==> src/shared/ppcor_pkg.sv <==
/*
  Shared constants for the port register and pin-change override block.
  Assumes a 6-bit register address and 8-bit register data.
*/
package ppcor_pkg;
  localparam int ADDR_W = 6;
  localparam int DATA_W = 8;
  localparam int J_W = 7;

  // Register offsets
  localparam logic [5:0] A_PIN_OFS = 6'h00;
  localparam logic [5:0] A_DIR_OFS = 6'h01;
  localparam logic [5:0] A_DATA_OFS = 6'h02;
  localparam logic [5:0] B_PIN_OFS = 6'h03;
  localparam logic [5:0] B_DIR_OFS = 6'h04;
  localparam logic [5:0] B_DATA_OFS = 6'h05;
  localparam logic [5:0] J_PIN_OFS = 6'h10;
  localparam logic [5:0] J_DIR_OFS = 6'h11;
  localparam logic [5:0] J_DATA_OFS = 6'h12;
  localparam logic [5:0] PC_MASK_OFS = 6'h13;
  localparam logic [5:0] PC_CTRL_OFS = 6'h14;
  localparam logic [5:0] INT_STAT_OFS = 6'h15;
  localparam logic [5:0] INT_MASK_OFS = 6'h16;

  // Field positions and values
  localparam int PC_GRP_EN_BIT = 0;
  localparam logic [7:0] RD_ZERO = 8'h00;
  localparam logic [2:0] J_UPPER_OVR = 3'h0;
  localparam logic [3:0] J_LOWER_OVR = 4'h0;
  localparam logic J_DIE_OVR_VAL = 1'h0;
  localparam logic IE_NORMAL = 1'h1;

  function automatic logic reg_hit(input logic [5:0] addr, input logic [5:0] ofs);
    reg_hit = (addr == ofs);
  endfunction : reg_hit
endpackage : ppcor_pkg

==> src/logic/ppcor_port.sv <==
/*
  One port: output data, direction and sampled input pins.
  Assumes pins are synchronous to mclk and the bus strobes are one cycle.
*/
module ppcor_port #(
  parameter int W = 8,
  parameter logic [5:0] PIN_OFS = 6'h00,
  parameter logic [5:0] DIR_OFS = 6'h01,
  parameter logic [5:0] DATA_OFS = 6'h02
) (
  input wire logic mclk,
  input wire logic arst_n,
  input wire logic [5:0] addr,
  input wire logic [7:0] wdata,
  input wire logic wr,
  input wire logic [W-1:0] pins_in,
  output logic [W-1:0] data_q,
  output logic [W-1:0] dir_q,
  output logic [W-1:0] pins_q,
  output logic [7:0] rd_val,
  output logic hit
);
  typedef struct packed {
    logic [W-1:0] data;
    logic [W-1:0] dir;
    logic [W-1:0] pins;
  } ppcor_port_state_t;

  localparam ppcor_port_state_t PORT_RESET = '0;

  ppcor_port_state_t s_reg;
  ppcor_port_state_t s_next;

  always_comb begin
    s_next = s_reg;
    s_next.pins = pins_in;
    if (wr && ppcor_pkg::reg_hit(addr, DATA_OFS)) begin
      s_next.data = wdata[W-1:0];
    end
    if (wr && ppcor_pkg::reg_hit(addr, DIR_OFS)) begin
      s_next.dir = wdata[W-1:0];
    end
  end

  always_ff @(posedge mclk or negedge arst_n) begin
    if (!arst_n) begin
      s_reg <= PORT_RESET;
    end else begin
      s_reg <= s_next;
    end
  end

  always_comb begin
    rd_val = ppcor_pkg::RD_ZERO;
    hit = 1'b1;
    if (ppcor_pkg::reg_hit(addr, PIN_OFS)) begin
      rd_val[W-1:0] = s_reg.pins;
    end else if (ppcor_pkg::reg_hit(addr, DIR_OFS)) begin
      rd_val[W-1:0] = s_reg.dir;
    end else if (ppcor_pkg::reg_hit(addr, DATA_OFS)) begin
      rd_val[W-1:0] = s_reg.data;
    end else begin
      hit = 1'b0;
    end
  end

  assign data_q = s_reg.data;
  assign dir_q = s_reg.dir;
  assign pins_q = s_reg.pins;
endmodule : ppcor_port

==> src/logic/ppcor_override.sv <==
/*
  Override signals of the seven-pin port and the generic resolution of
  pull-up, direction, output value and input enable. Purely combinational.
*/
module ppcor_override (
  input wire logic [6:0] data,
  input wire logic [6:0] dir,
  input wire logic [6:0] pc_mask,
  input wire logic grp_en,
  output logic [6:0] pu_oe,
  output logic [6:0] dd_oe,
  output logic [6:0] pv_oe,
  output logic [6:0] die_oe,
  output logic [6:0] pu_level,
  output logic [6:0] drive_en,
  output logic [6:0] out_val,
  output logic [6:0] in_en
);
  logic [6:0] ovr_zero;

  assign ovr_zero = {ppcor_pkg::J_UPPER_OVR, ppcor_pkg::J_LOWER_OVR};

  always_comb begin
    pu_oe = ovr_zero;
    dd_oe = ovr_zero;
    pv_oe = ovr_zero;
    die_oe = pc_mask & {7{grp_en}};
    for (int i = 0; i < 7; i++) begin
      pu_level[i] = pu_oe[i] ? ovr_zero[i] : (data[i] & ~dir[i]);
      drive_en[i] = dd_oe[i] ? ovr_zero[i] : dir[i];
      out_val[i] = pv_oe[i] ? ovr_zero[i] : data[i];
      in_en[i] = die_oe[i] ? ppcor_pkg::J_DIE_OVR_VAL : ppcor_pkg::IE_NORMAL;
    end
  end
endmodule : ppcor_override

==> src/logic/ppcor_top.sv <==
/*
  Ports A and B registers, the seven-pin port with its pin-change override
  wiring, pin-change interrupt status and mask, and a simple register port.
  Assumes pins synchronous to mclk and a master that never overlaps strobes.
*/
// What this block does
// - Seventh-port bits 6..0 drive pin-change sources 30..24.
// - Upper three seventh-port pins: pull-up, direction, value overrides held zero.
// - Lower four seventh-port pins: pull-up, direction, value overrides held zero.
// - Input-enable override enable is mask bit AND group enable; value zero.
// - Port A output data at 0x02, read/write, resets to zero.
// - Port A direction at 0x01, read/write, resets to zero.
// - Port A input pins at 0x00 return sampled pin levels.
// - Port B output data at 0x05, read/write, resets to zero.
// - Port B direction at 0x04, read/write.
module ppcor_top (
  input wire logic mclk,
  input wire logic arst_n,
  input wire logic [5:0] addr,
  input wire logic [7:0] wdata,
  input wire logic wr,
  input wire logic rd,
  output logic [7:0] rdata,
  input wire logic [7:0] port_a_in,
  output logic [7:0] port_a_out,
  output logic [7:0] port_a_oe,
  output logic [7:0] port_a_pullup,
  input wire logic [7:0] port_b_in,
  output logic [7:0] port_b_out,
  output logic [7:0] port_b_oe,
  output logic [7:0] port_b_pullup,
  input wire logic [6:0] port_j_in,
  output logic [6:0] port_j_out,
  output logic [6:0] port_j_oe,
  output logic [6:0] port_j_pullup,
  output logic [6:0] port_j_in_en,
  output logic [6:0] pin_change_source,
  output logic irq
);
  typedef struct packed {
    logic [6:0] pc_mask;
    logic grp_en;
    logic [6:0] int_stat;
    logic [6:0] int_mask;
    logic [6:0] prev_src;
    logic [7:0] rdata;
    logic irq;
    logic [7:0] a_out;
    logic [7:0] a_oe;
    logic [7:0] a_pu;
    logic [7:0] b_out;
    logic [7:0] b_oe;
    logic [7:0] b_pu;
    logic [6:0] j_out;
    logic [6:0] j_oe;
    logic [6:0] j_pu;
    logic [6:0] j_ie;
    logic [6:0] pc_src;
  } ppcor_top_state_t;

  localparam ppcor_top_state_t TOP_RESET = '0;

  ppcor_top_state_t s_reg;
  ppcor_top_state_t s_next;

  logic [7:0] a_data, a_dir, a_pins, a_rd;
  logic [7:0] b_data, b_dir, b_rd;
  logic [6:0] j_data, j_dir, j_pins;
  logic [7:0] j_rd;
  logic a_hit, b_hit, j_hit;
  logic [6:0] pu_oe, dd_oe, pv_oe, die_oe;
  logic [6:0] j_pu, j_oe, j_out, j_ie;
  logic [6:0] pc_event;
  logic [7:0] own_rd;

  ppcor_port #(
    .W(8),
    .PIN_OFS(ppcor_pkg::A_PIN_OFS),
    .DIR_OFS(ppcor_pkg::A_DIR_OFS),
    .DATA_OFS(ppcor_pkg::A_DATA_OFS)
  ) u_port_a (
    .mclk(mclk),
    .arst_n(arst_n),
    .addr(addr),
    .wdata(wdata),
    .wr(wr),
    .pins_in(port_a_in),
    .data_q(a_data),
    .dir_q(a_dir),
    .pins_q(a_pins),
    .rd_val(a_rd),
    .hit(a_hit)
  );

  ppcor_port #(
    .W(8),
    .PIN_OFS(ppcor_pkg::B_PIN_OFS),
    .DIR_OFS(ppcor_pkg::B_DIR_OFS),
    .DATA_OFS(ppcor_pkg::B_DATA_OFS)
  ) u_port_b (
    .mclk(mclk),
    .arst_n(arst_n),
    .addr(addr),
    .wdata(wdata),
    .wr(wr),
    .pins_in(port_b_in),
    .data_q(b_data),
    .dir_q(b_dir),
    .pins_q(),
    .rd_val(b_rd),
    .hit(b_hit)
  );

  ppcor_port #(
    .W(ppcor_pkg::J_W),
    .PIN_OFS(ppcor_pkg::J_PIN_OFS),
    .DIR_OFS(ppcor_pkg::J_DIR_OFS),
    .DATA_OFS(ppcor_pkg::J_DATA_OFS)
  ) u_port_j (
    .mclk(mclk),
    .arst_n(arst_n),
    .addr(addr),
    .wdata(wdata),
    .wr(wr),
    .pins_in(port_j_in),
    .data_q(j_data),
    .dir_q(j_dir),
    .pins_q(j_pins),
    .rd_val(j_rd),
    .hit(j_hit)
  );

  ppcor_override u_override (
    .data(j_data),
    .dir(j_dir),
    .pc_mask(s_reg.pc_mask),
    .grp_en(s_reg.grp_en),
    .pu_oe(pu_oe),
    .dd_oe(dd_oe),
    .pv_oe(pv_oe),
    .die_oe(die_oe),
    .pu_level(j_pu),
    .drive_en(j_oe),
    .out_val(j_out),
    .in_en(j_ie)
  );

  // Pin-change events on enabled, unmasked sources
  assign pc_event = (j_pins ^ s_reg.prev_src) & s_reg.pc_mask & {7{s_reg.grp_en}};

  always_comb begin
    own_rd = ppcor_pkg::RD_ZERO;
    case (1'b1)
      ppcor_pkg::reg_hit(addr, ppcor_pkg::PC_MASK_OFS): own_rd[6:0] = s_reg.pc_mask;
      ppcor_pkg::reg_hit(addr, ppcor_pkg::PC_CTRL_OFS):
        own_rd[ppcor_pkg::PC_GRP_EN_BIT] = s_reg.grp_en;
      ppcor_pkg::reg_hit(addr, ppcor_pkg::INT_STAT_OFS): own_rd[6:0] = s_reg.int_stat;
      ppcor_pkg::reg_hit(addr, ppcor_pkg::INT_MASK_OFS): own_rd[6:0] = s_reg.int_mask;
      default: own_rd = ppcor_pkg::RD_ZERO;
    endcase
  end

  always_comb begin
    s_next = s_reg;
    s_next.prev_src = j_pins;
    s_next.pc_src = j_pins;
    // Read data stand for the one cycle after the strobe
    s_next.rdata = ppcor_pkg::RD_ZERO;
    if (rd) begin
      if (a_hit) begin
        s_next.rdata = a_rd;
      end else if (b_hit) begin
        s_next.rdata = b_rd;
      end else if (j_hit) begin
        s_next.rdata = j_rd;
      end else begin
        s_next.rdata = own_rd;
      end
    end
    if (wr && ppcor_pkg::reg_hit(addr, ppcor_pkg::PC_MASK_OFS)) begin
      s_next.pc_mask = wdata[6:0];
    end
    if (wr && ppcor_pkg::reg_hit(addr, ppcor_pkg::PC_CTRL_OFS)) begin
      s_next.grp_en = wdata[ppcor_pkg::PC_GRP_EN_BIT];
    end
    if (wr && ppcor_pkg::reg_hit(addr, ppcor_pkg::INT_MASK_OFS)) begin
      s_next.int_mask = wdata[6:0];
    end
    // Write one clears; a new event in the same cycle wins
    if (wr && ppcor_pkg::reg_hit(addr, ppcor_pkg::INT_STAT_OFS)) begin
      s_next.int_stat = s_reg.int_stat & ~wdata[6:0];
    end
    s_next.int_stat = s_next.int_stat | pc_event;
    s_next.irq = |(s_next.int_stat & s_next.int_mask);
    // Pin controls follow the registers
    s_next.a_out = a_data;
    s_next.a_oe = a_dir;
    s_next.a_pu = a_data & ~a_dir;
    s_next.b_out = b_data;
    s_next.b_oe = b_dir;
    s_next.b_pu = b_data & ~b_dir;
    s_next.j_out = j_out;
    s_next.j_oe = j_oe;
    s_next.j_pu = j_pu;
    s_next.j_ie = j_ie;
  end

  always_ff @(posedge mclk or negedge arst_n) begin
    if (!arst_n) begin
      s_reg <= TOP_RESET;
    end else begin
      s_reg <= s_next;
    end
  end

  assign rdata = s_reg.rdata;
  assign irq = s_reg.irq;
  assign port_a_out = s_reg.a_out;
  assign port_a_oe = s_reg.a_oe;
  assign port_a_pullup = s_reg.a_pu;
  assign port_b_out = s_reg.b_out;
  assign port_b_oe = s_reg.b_oe;
  assign port_b_pullup = s_reg.b_pu;
  assign port_j_out = s_reg.j_out;
  assign port_j_oe = s_reg.j_oe;
  assign port_j_pullup = s_reg.j_pu;
  assign port_j_in_en = s_reg.j_ie;
  assign pin_change_source = s_reg.pc_src;

  // Checks
  property p_src_map;
    @(posedge mclk) disable iff (!arst_n)
    ##2 pin_change_source == $past(port_j_in, 2);
  endproperty
  a_src_map: assert property (p_src_map) else $error("pin-change source mismatch");

  property p_upper_ovr;
    @(posedge mclk) disable iff (!arst_n)
    (pu_oe[6:4] | dd_oe[6:4] | pv_oe[6:4]) == ppcor_pkg::J_UPPER_OVR;
  endproperty
  a_upper_ovr: assert property (p_upper_ovr) else $error("upper override not zero");

  property p_lower_ovr;
    @(posedge mclk) disable iff (!arst_n)
    ##1 (port_j_oe[3:0] == $past(j_dir[3:0]))
      && (port_j_out[3:0] == $past(j_data[3:0]));
  endproperty
  a_lower_ovr: assert property (p_lower_ovr) else $error("lower pins overridden");

  property p_die_ovr;
    @(posedge mclk) disable iff (!arst_n)
    // First edge after reset still shows the reset value
    arst_n |=> port_j_in_en == ~$past(s_reg.pc_mask & {7{s_reg.grp_en}});
  endproperty
  a_die_ovr: assert property (p_die_ovr) else $error("input enable override wrong");

  property p_a_data;
    @(posedge mclk) disable iff (!arst_n)
    (wr && addr == ppcor_pkg::A_DATA_OFS) |-> ##2 port_a_out == $past(wdata, 2);
  endproperty
  a_a_data: assert property (p_a_data) else $error("port A data not written");

  property p_a_dir_rd;
    @(posedge mclk) disable iff (!arst_n)
    (rd && addr == ppcor_pkg::A_DIR_OFS) |=> rdata == $past(a_dir);
  endproperty
  a_a_dir_rd: assert property (p_a_dir_rd) else $error("port A direction readback");

  property p_a_pin_rd;
    @(posedge mclk) disable iff (!arst_n)
    (rd && addr == ppcor_pkg::A_PIN_OFS) ##1 1'b1 |-> rdata == $past(port_a_in, 2);
  endproperty
  a_a_pin_rd: assert property (p_a_pin_rd) else $error("port A pin readback");

  property p_b_data;
    @(posedge mclk) disable iff (!arst_n)
    (wr && addr == ppcor_pkg::B_DATA_OFS) |-> ##2 port_b_out == $past(wdata, 2);
  endproperty
  a_b_data: assert property (p_b_data) else $error("port B data not written");

  property p_b_dir;
    @(posedge mclk) disable iff (!arst_n)
    (wr && addr == ppcor_pkg::B_DIR_OFS) |-> ##2 port_b_oe == $past(wdata, 2);
  endproperty
  a_b_dir: assert property (p_b_dir) else $error("port B direction not written");

  property p_follow;
    @(posedge mclk) disable iff (!arst_n)
    ##1 port_a_pullup == $past(a_data & ~a_dir);
  endproperty
  a_follow: assert property (p_follow) else $error("port A pull-up wrong");

  property p_irq;
    @(posedge mclk) disable iff (!arst_n)
    irq == |(s_reg.int_stat & s_reg.int_mask);
  endproperty
  a_irq: assert property (p_irq) else $error("interrupt level wrong");

  property p_rd_idle;
    @(posedge mclk) disable iff (!arst_n)
    !rd |=> rdata == ppcor_pkg::RD_ZERO;
  endproperty
  a_rd_idle: assert property (p_rd_idle) else $error("read data outside slot");

  property p_die_oe;
    @(posedge mclk) disable iff (!arst_n)
    die_oe == (s_reg.pc_mask & {7{s_reg.grp_en}});
  endproperty
  a_die_oe: assert property (p_die_oe) else $error("input enable override enable wrong");

  property p_a_dir;
    @(posedge mclk) disable iff (!arst_n)
    (wr && addr == ppcor_pkg::A_DIR_OFS) |-> ##2 port_a_oe == $past(wdata, 2);
  endproperty
  a_a_dir: assert property (p_a_dir) else $error("port A direction not written");

  property p_a_data_rd;
    @(posedge mclk) disable iff (!arst_n)
    (rd && addr == ppcor_pkg::A_DATA_OFS) |=> rdata == $past(a_data);
  endproperty
  a_a_data_rd: assert property (p_a_data_rd) else $error("port A data readback");

  property p_a_pins;
    @(posedge mclk) disable iff (!arst_n)
    ##1 a_pins == $past(port_a_in);
  endproperty
  a_a_pins: assert property (p_a_pins) else $error("port A pins not sampled");

  property p_b_dir_rd;
    @(posedge mclk) disable iff (!arst_n)
    (rd && addr == ppcor_pkg::B_DIR_OFS) |=> rdata == $past(b_dir);
  endproperty
  a_b_dir_rd: assert property (p_b_dir_rd) else $error("port B direction readback");

  property p_b_follow;
    @(posedge mclk) disable iff (!arst_n)
    ##1 port_b_pullup == $past(b_data & ~b_dir);
  endproperty
  a_b_follow: assert property (p_b_follow) else $error("port B pull-up wrong");

  property p_upper_follow;
    @(posedge mclk) disable iff (!arst_n)
    ##1 port_j_pullup[6:4] == $past(j_data[6:4] & ~j_dir[6:4]);
  endproperty
  a_upper_follow: assert property (p_upper_follow) else $error("upper pull-up overridden");
endmodule : ppcor_top

==> config.mk <==
export PLATFORM = sky130hd
export DESIGN_NAME = ppcor_top
export DESIGN_NICKNAME = d
export VERILOG_FILES = /design/src/shared/ppcor_pkg.sv /design/src/logic/ppcor_port.sv /design/src/logic/ppcor_override.sv /design/src/logic/ppcor_top.sv
export SDC_FILE = /design/constraint.sdc
export NUM_CORES = 1
export LEC_CHECK = 0
export BUFFER_PORTS_ARGS = -buffer_cell sky130_fd_sc_hd__clkbuf_2
export CORE_ASPECT_RATIO = 1.4
export CORE_UTILIZATION = 55
export DETAILED_ROUTE_END_ITERATION = 8
export PLACE_DENSITY = 0.82
export SYNTH_ARGS = -nofsm -noshare
export SYNTH_HDL_FRONTEND = slang
export SYNTH_SLANG_ARGS = --single-unit
==> constraint.sdc <==
create_clock -name mclk -period 2.5 [get_ports mclk]
set_clock_uncertainty 0.1 [all_clocks]
set_input_delay 0.5 -clock mclk [delete_from_list [all_inputs] [get_ports mclk]]
set_output_delay 0.5 -clock mclk [all_outputs]
set_load 0.02 [all_outputs]
* After elaboration in Yosys (flattened, before gate mapping)
Cells that the tools add are included.
Word-level totals: bits in registers 183, input port bits 41
Operators by class: eq/ne operators 12, mux-type cells 39, bitwise operators 26, reductions and logical operators 12
Operators by type and width (count):
- $mux W8 | 9
- $eq A6 B5 Y1 const B | 7
- $mux W7 | 6
- $and A7 B7 Y7 | 5
- $mux W6 | 4
- $mux W1 | 20
- $and A8 B8 Y8 | 2
- $not A8 Y8 | 2
- $eq A6 B2 Y1 const B | 2
- $eq A6 B3 Y1 const B | 2
- $logic_and A1 B1 Y1 | 10
- $and A1 B1 Y1 | 7
- $not A1 Y1 | 7
- $not A7 Y7 | 1
- $or A7 B7 Y7 | 1
- $reduce_or A7 Y1 | 1
- $xor A7 B7 Y7 | 1
- $eq A6 B1 Y1 const B | 1
- $logic_not A6 Y1 | 1

* Logic depth before layout (Yosys ltp)
word-level depth 9, gate-level depth with buffers 8, gate-level depth less buffers 5

* Modules after synthesis
From an unflattened synthesis, not the netlist that was laid out.
Unflattened totals: cell total of the unflattened synthesis 634, area total of the unflattened synthesis 8036.5 um2
Modules (own cells, without submodules):
- ppcor_top | instances 1, cells an instance 349, area each 4554.4 um2, seq. area each 2852.7 um2
- ppcor_port at u_port_a | instances 1, cells an instance 83, area each 1068.5 um2, seq. area each 600.6 um2
- ppcor_port at u_port_b | instances 1, cells an instance 67, area each 1036.0 um2, seq. area each 600.6 um2
- ppcor_port at u_port_j | instances 1, cells an instance 77, area each 985.9 um2, seq. area each 525.5 um2
- ppcor_override | instances 1, cells an instance 58, area each 391.6 um2, seq. area each 0.0 um2

* Worst setup path after synthesis
No wires, ideal clock.
kind in2reg, from in addr[0], to reg s_reg[115] (netlist name), arrival time 1.899 ns, slack 0.376 ns, stages 5, path through buf_2 > buf_2 > nand2_1 > nor4_4 > mux2_2
Between the ends: word-level cells in the longest chain between the ends 2
RTL lines:
- start: declaration | line ppcor_top.sv:19 | input wire logic [5:0] addr,
- $eq A6 B5 Y1 | line ppcor_pkg.sv:34 | reg_hit = (addr == ofs);
- $logic_and A1 B1 Y1 | line ppcor_top.sv:180 | if (wr && ppcor_pkg::reg_hit(addr, ppcor_pkg::PC_MASK_OFS)) begin
- end signal: assignment | line ppcor_top.sv:212 | s_reg <= s_next;
- end: declaration | line ppcor_top.sv:63 | ppcor_top_state_t s_reg;
Every way passes these cells. A chain may end at the register's enable or synchronous reset.

* Worst setup path after layout
from in addr[3], to reg u_port_j.s_reg (netlist bit u_port_j.data_q[5])
Between the ends: word-level cells in the longest chain between the ends 2
RTL lines:
- $eq A6 B5 Y1 | line ppcor_pkg.sv:34
- $logic_and A1 B1 Y1 | line ppcor_port.sv:37 | if (wr && ppcor_pkg::reg_hit(addr, DATA_OFS)) begin
- end signal: assignment | line ppcor_port.sv:49 | s_reg <= s_next;
- end: declaration | line ppcor_port.sv:31 | ppcor_port_state_t s_reg;
Every way passes these cells.

==> flow_metrics.py <==
metrics = {
    "route": {
        "drt-pass1-iter-count": 6,
        "ant_nets": 0,
        "routedWlPerCell_um": 20.1,
        "wirelength_um": 16000,
        "vias_per_cell": 5.36,
        "first_iter_violations": 220,
        "vias": 4258,
        "drcViolationCount": 0,
    },
    "final_layout": {
        "fin_util": 0.641,
        "layout_common_cells": "183 x dfrtp_1, 131 x clkbuf_2, 71 x mux2_2, 29 x nor2b_1, 20 x buf_4",
        "multi_input_comb_area_um2": 2030,
        "largest_reg_flops": 22,
        "n_fill_cell": 983,
        "final_area_um2": 8330,
        "final_common_cell": "dfrtp_1",
        "layout-drive-gt1-share": 0.434,
        "syn_to_final_growth_pct": 12.5,
        "num_antenna_cells": 0,
        "seqCellArea_um2": 4580,
        "fin_cells": 795,
        "finalNetCount": 645,
    },
    "sta": {
        "relSlewSlack": 0.619,
        "slew_violations": 0,
        "post-route-min-period_ps": 1970,
        "setup_viol_count_final": 0,
        "worst_pin_slew_ps": 571,
        "hold_viol_final": 0,
        "fmax_ghz": 0.508,
        "grt_setup_unrepaired": "false",
        "setup_tns_ps": 0,
        "min_period_over_period": 0.787,
    },
    "yosys": {
        "synth_ff_type": "dfrtp_1",
        "synth-edff-count": 0,
        "avgSynthCellArea_um2": 13.7,
        "syn-instance-count": 541,
        "yosys.area.top_type": "dfrtp_1",
        "synth.yosys.seq_area_share": 0.618,
        "ys_ff_latch": 183,
        "syn_nets": 582,
        "netlist_top_cells_area": "dfrtp_1 62%, mux2_2 11%, buf_4 9.2%, nor2b_1 2.5%, mux2i_1 1.2%",
        "yosysWarnings": 0,
        "synth_area_um2": 7400,
        "yosysUniqueCellTypes": 44,
        "synth_top_area_frac": 0.618,
        "ys_async_sr_fraction": 1.00,
    },
    "floorplan": {
        "fp.dieW_um": 100,
        "die_area_um2": 13900,
        "start_util": 0.570,
        "num_io_pins": 133,
        "die_h_um": 139,
        "coreArea_um2": 13000,
        "rows": 49,
    },
    "power_and_ir_drop": {
        "p_leak_uw": 0.00409,
        "comb_power_share": 0.133,
        "p_sw_uw": 1870,
        "intPower_uw": 5350,
        "max-vdd-ir-drop_uv": 511,
        "p_clk_frac": 0.382,
        "pwr-share-seq": 0.485,
        "power_density_nw_per_um2": 867,
        "netSwitchingFraction": 0.259,
    },
    "worst_hold_path": {
        "whs_endpoint": "u_port_j.pins_q[3]",
        "hp-start": "port_j_in[3]",
        "hp-class": "primary input to register",
        "worstHoldPathCells": 1,
    },
    "setup_path": {
        "reg2reg_setup_slack_ps": 930,
        "crit_type": "primary input to register",
        "crit_chain": "clkbuf_2, or3b_2, nor3_4, mux2_2",
        "rr_worst_depth": 5,
        "required_ps": 2700,
        "slowest_stage": "or3b_2",
        "r2r_start": "u_port_j.dir_q[6]",
        "reg2reg_to": "rdata[6]",
        "worst_setup_path_start_kind": "primary input",
        "critPathMaxFanout": 7,
        "crit_path_end_kind": "register",
        "slowest_delay_ps": 630,
        "crit_arrival_ps": 2170,
    },
    "clock_tree": {
        "clk_latency_ps": 420,
        "cts_sinks": 183,
        "clk_pin_slew_worst_paths_ps": 70,
        "cts_buffers": 17,
        "cts.path.max_buffers": 2,
        "cts_resized": 0,
        "htreeDepth": 4,
        "cts_tree": "built",
        "clockRootBuffer": "clkbuf_16",
        "postCtsSetupRepairBufs": 0,
        "cts_hold_buf": 1,
    },
    "placement": {
        "placed_area_um2": 7700,
        "portBuffers": 132,
        "dpl.cell_count": 762,
        "globalplace.congestion": 0.936,
        "hpwlAfterDp_um": 11500,
    },
    "run": {
        "maxCapViolCount": 0,
    },
    "global_route": {
        "grt_overflow": 0,
        "grt_max_degree": 65,
        "grt_antenna_before_repair": 0,
        "grt_pass1_wl_um": 25300,
        "track_usage": 0.249,
        "grt_pass1_vias": 4522,
    },
    "status": {
        "status": "completed",
    },
}
cells in the mapped netlist, types with 2 or more instances:
| cell type | n |
|---|---|
| dfrtp_1 | 183 |
| buf_4 | 91 |
| mux2_2 | 71 |
| nor2b_1 | 29 |
| nand2_1 | 19 |
| nor2_1 | 13 |
| a21oi_1 | 11 |
| mux2i_1 | 9 |
| o21ai_0 | 9 |
| o22a_1 | 9 |
| o22ai_1 | 9 |
| buf_2 | 8 |
| clkbuf_1 | 8 |
| nand3_1 | 8 |
| o2bb2ai_1 | 8 |
| a22oi_1 | 7 |
| xnor2_1 | 7 |
| mux4_2 | 3 |
| nand2b_1 | 3 |
| nor3_4 | 3 |
| a211oi_1 | 2 |
| buf_1 | 2 |
| buf_6 | 2 |
| inv_1 | 2 |
| mux2_4 | 2 |
| nor3b_1 | 2 |
| o211ai_1 | 2 |
| o221ai_1 | 2 |
| or4_1 | 2 |
metal layers:
layer,up-vias,share of wire,GRT usage
met5,-,0,0
met4,0,0.029,0.116
met3,31,0.044,0.0477
met2,144,0.54,0.426
met1,2183,0.39,0.302
li1,1900,-,-
stage by stage:
stage	total power [uW]	setup slack, ps	hold WS, ps
floorplan	4290	376	104
global placement	4480	173	298
detailed placement	4520	128	302
CTS	7270	546	69.2
global route	7500	505	67.7
finish	7220	531	82.0
worst max-delay path by stage:
stage	from	to	slack (ps)
after global routing	addr[3]	u_port_j.data_q[5]	510
after detailed placement	addr[3]	u_port_j.data_q[5]	130
final	addr[3]	u_port_j.data_q[5]	530
after floorplan	addr[0]	s_reg[115]	380
after global placement	addr[3]	u_port_j.data_q[6]	170
after CTS	addr[3]	u_port_j.data_q[5]	550
logic make-up after synthesis:
| family | count (synthesis) | synth area share |
|---|---|---|
| AO/OA/AOI/OAI | 65 | 0.0620 |
| XOR/XNOR | 7 | 0.00828 |
| AND/OR/NAND/NOR | 87 | 0.0706 |
| buffers and inverters | 114 | 0.107 |
| flip-flops | 183 | 0.618 |
| multiplexers | 85 | 0.133 |
layout make-up:
cell class                 count  share of cell area
sequential                   183               0.550
multi-input combinational    244               0.244
timing repair buffer         155               0.104
clock buffer                  23              0.0574
tap                          178              0.0267
clock inverter                 9              0.0167
inverter                       3             0.00135
power by group through the flow:
stage | Sequential [uW] | Combinational, uW | Clock, uW
finish | 3500 | 961 | 2760
global placement | 3540 | 940 | 0
detailed placement | 3560 | 964 | 0
global route | 3540 | 1030 | 2930
floorplan | 3480 | 807 | 0
CTS | 3510 | 973 | 2800
critical path: cells and delay by family:
family / cells / cell delay (ps)
buffers and inverters: 1 / 120
muxes: 1 / 410
and+or+nand+nor: 2 / 1130
Note: power is estimated with default switching activity, not from simulation.
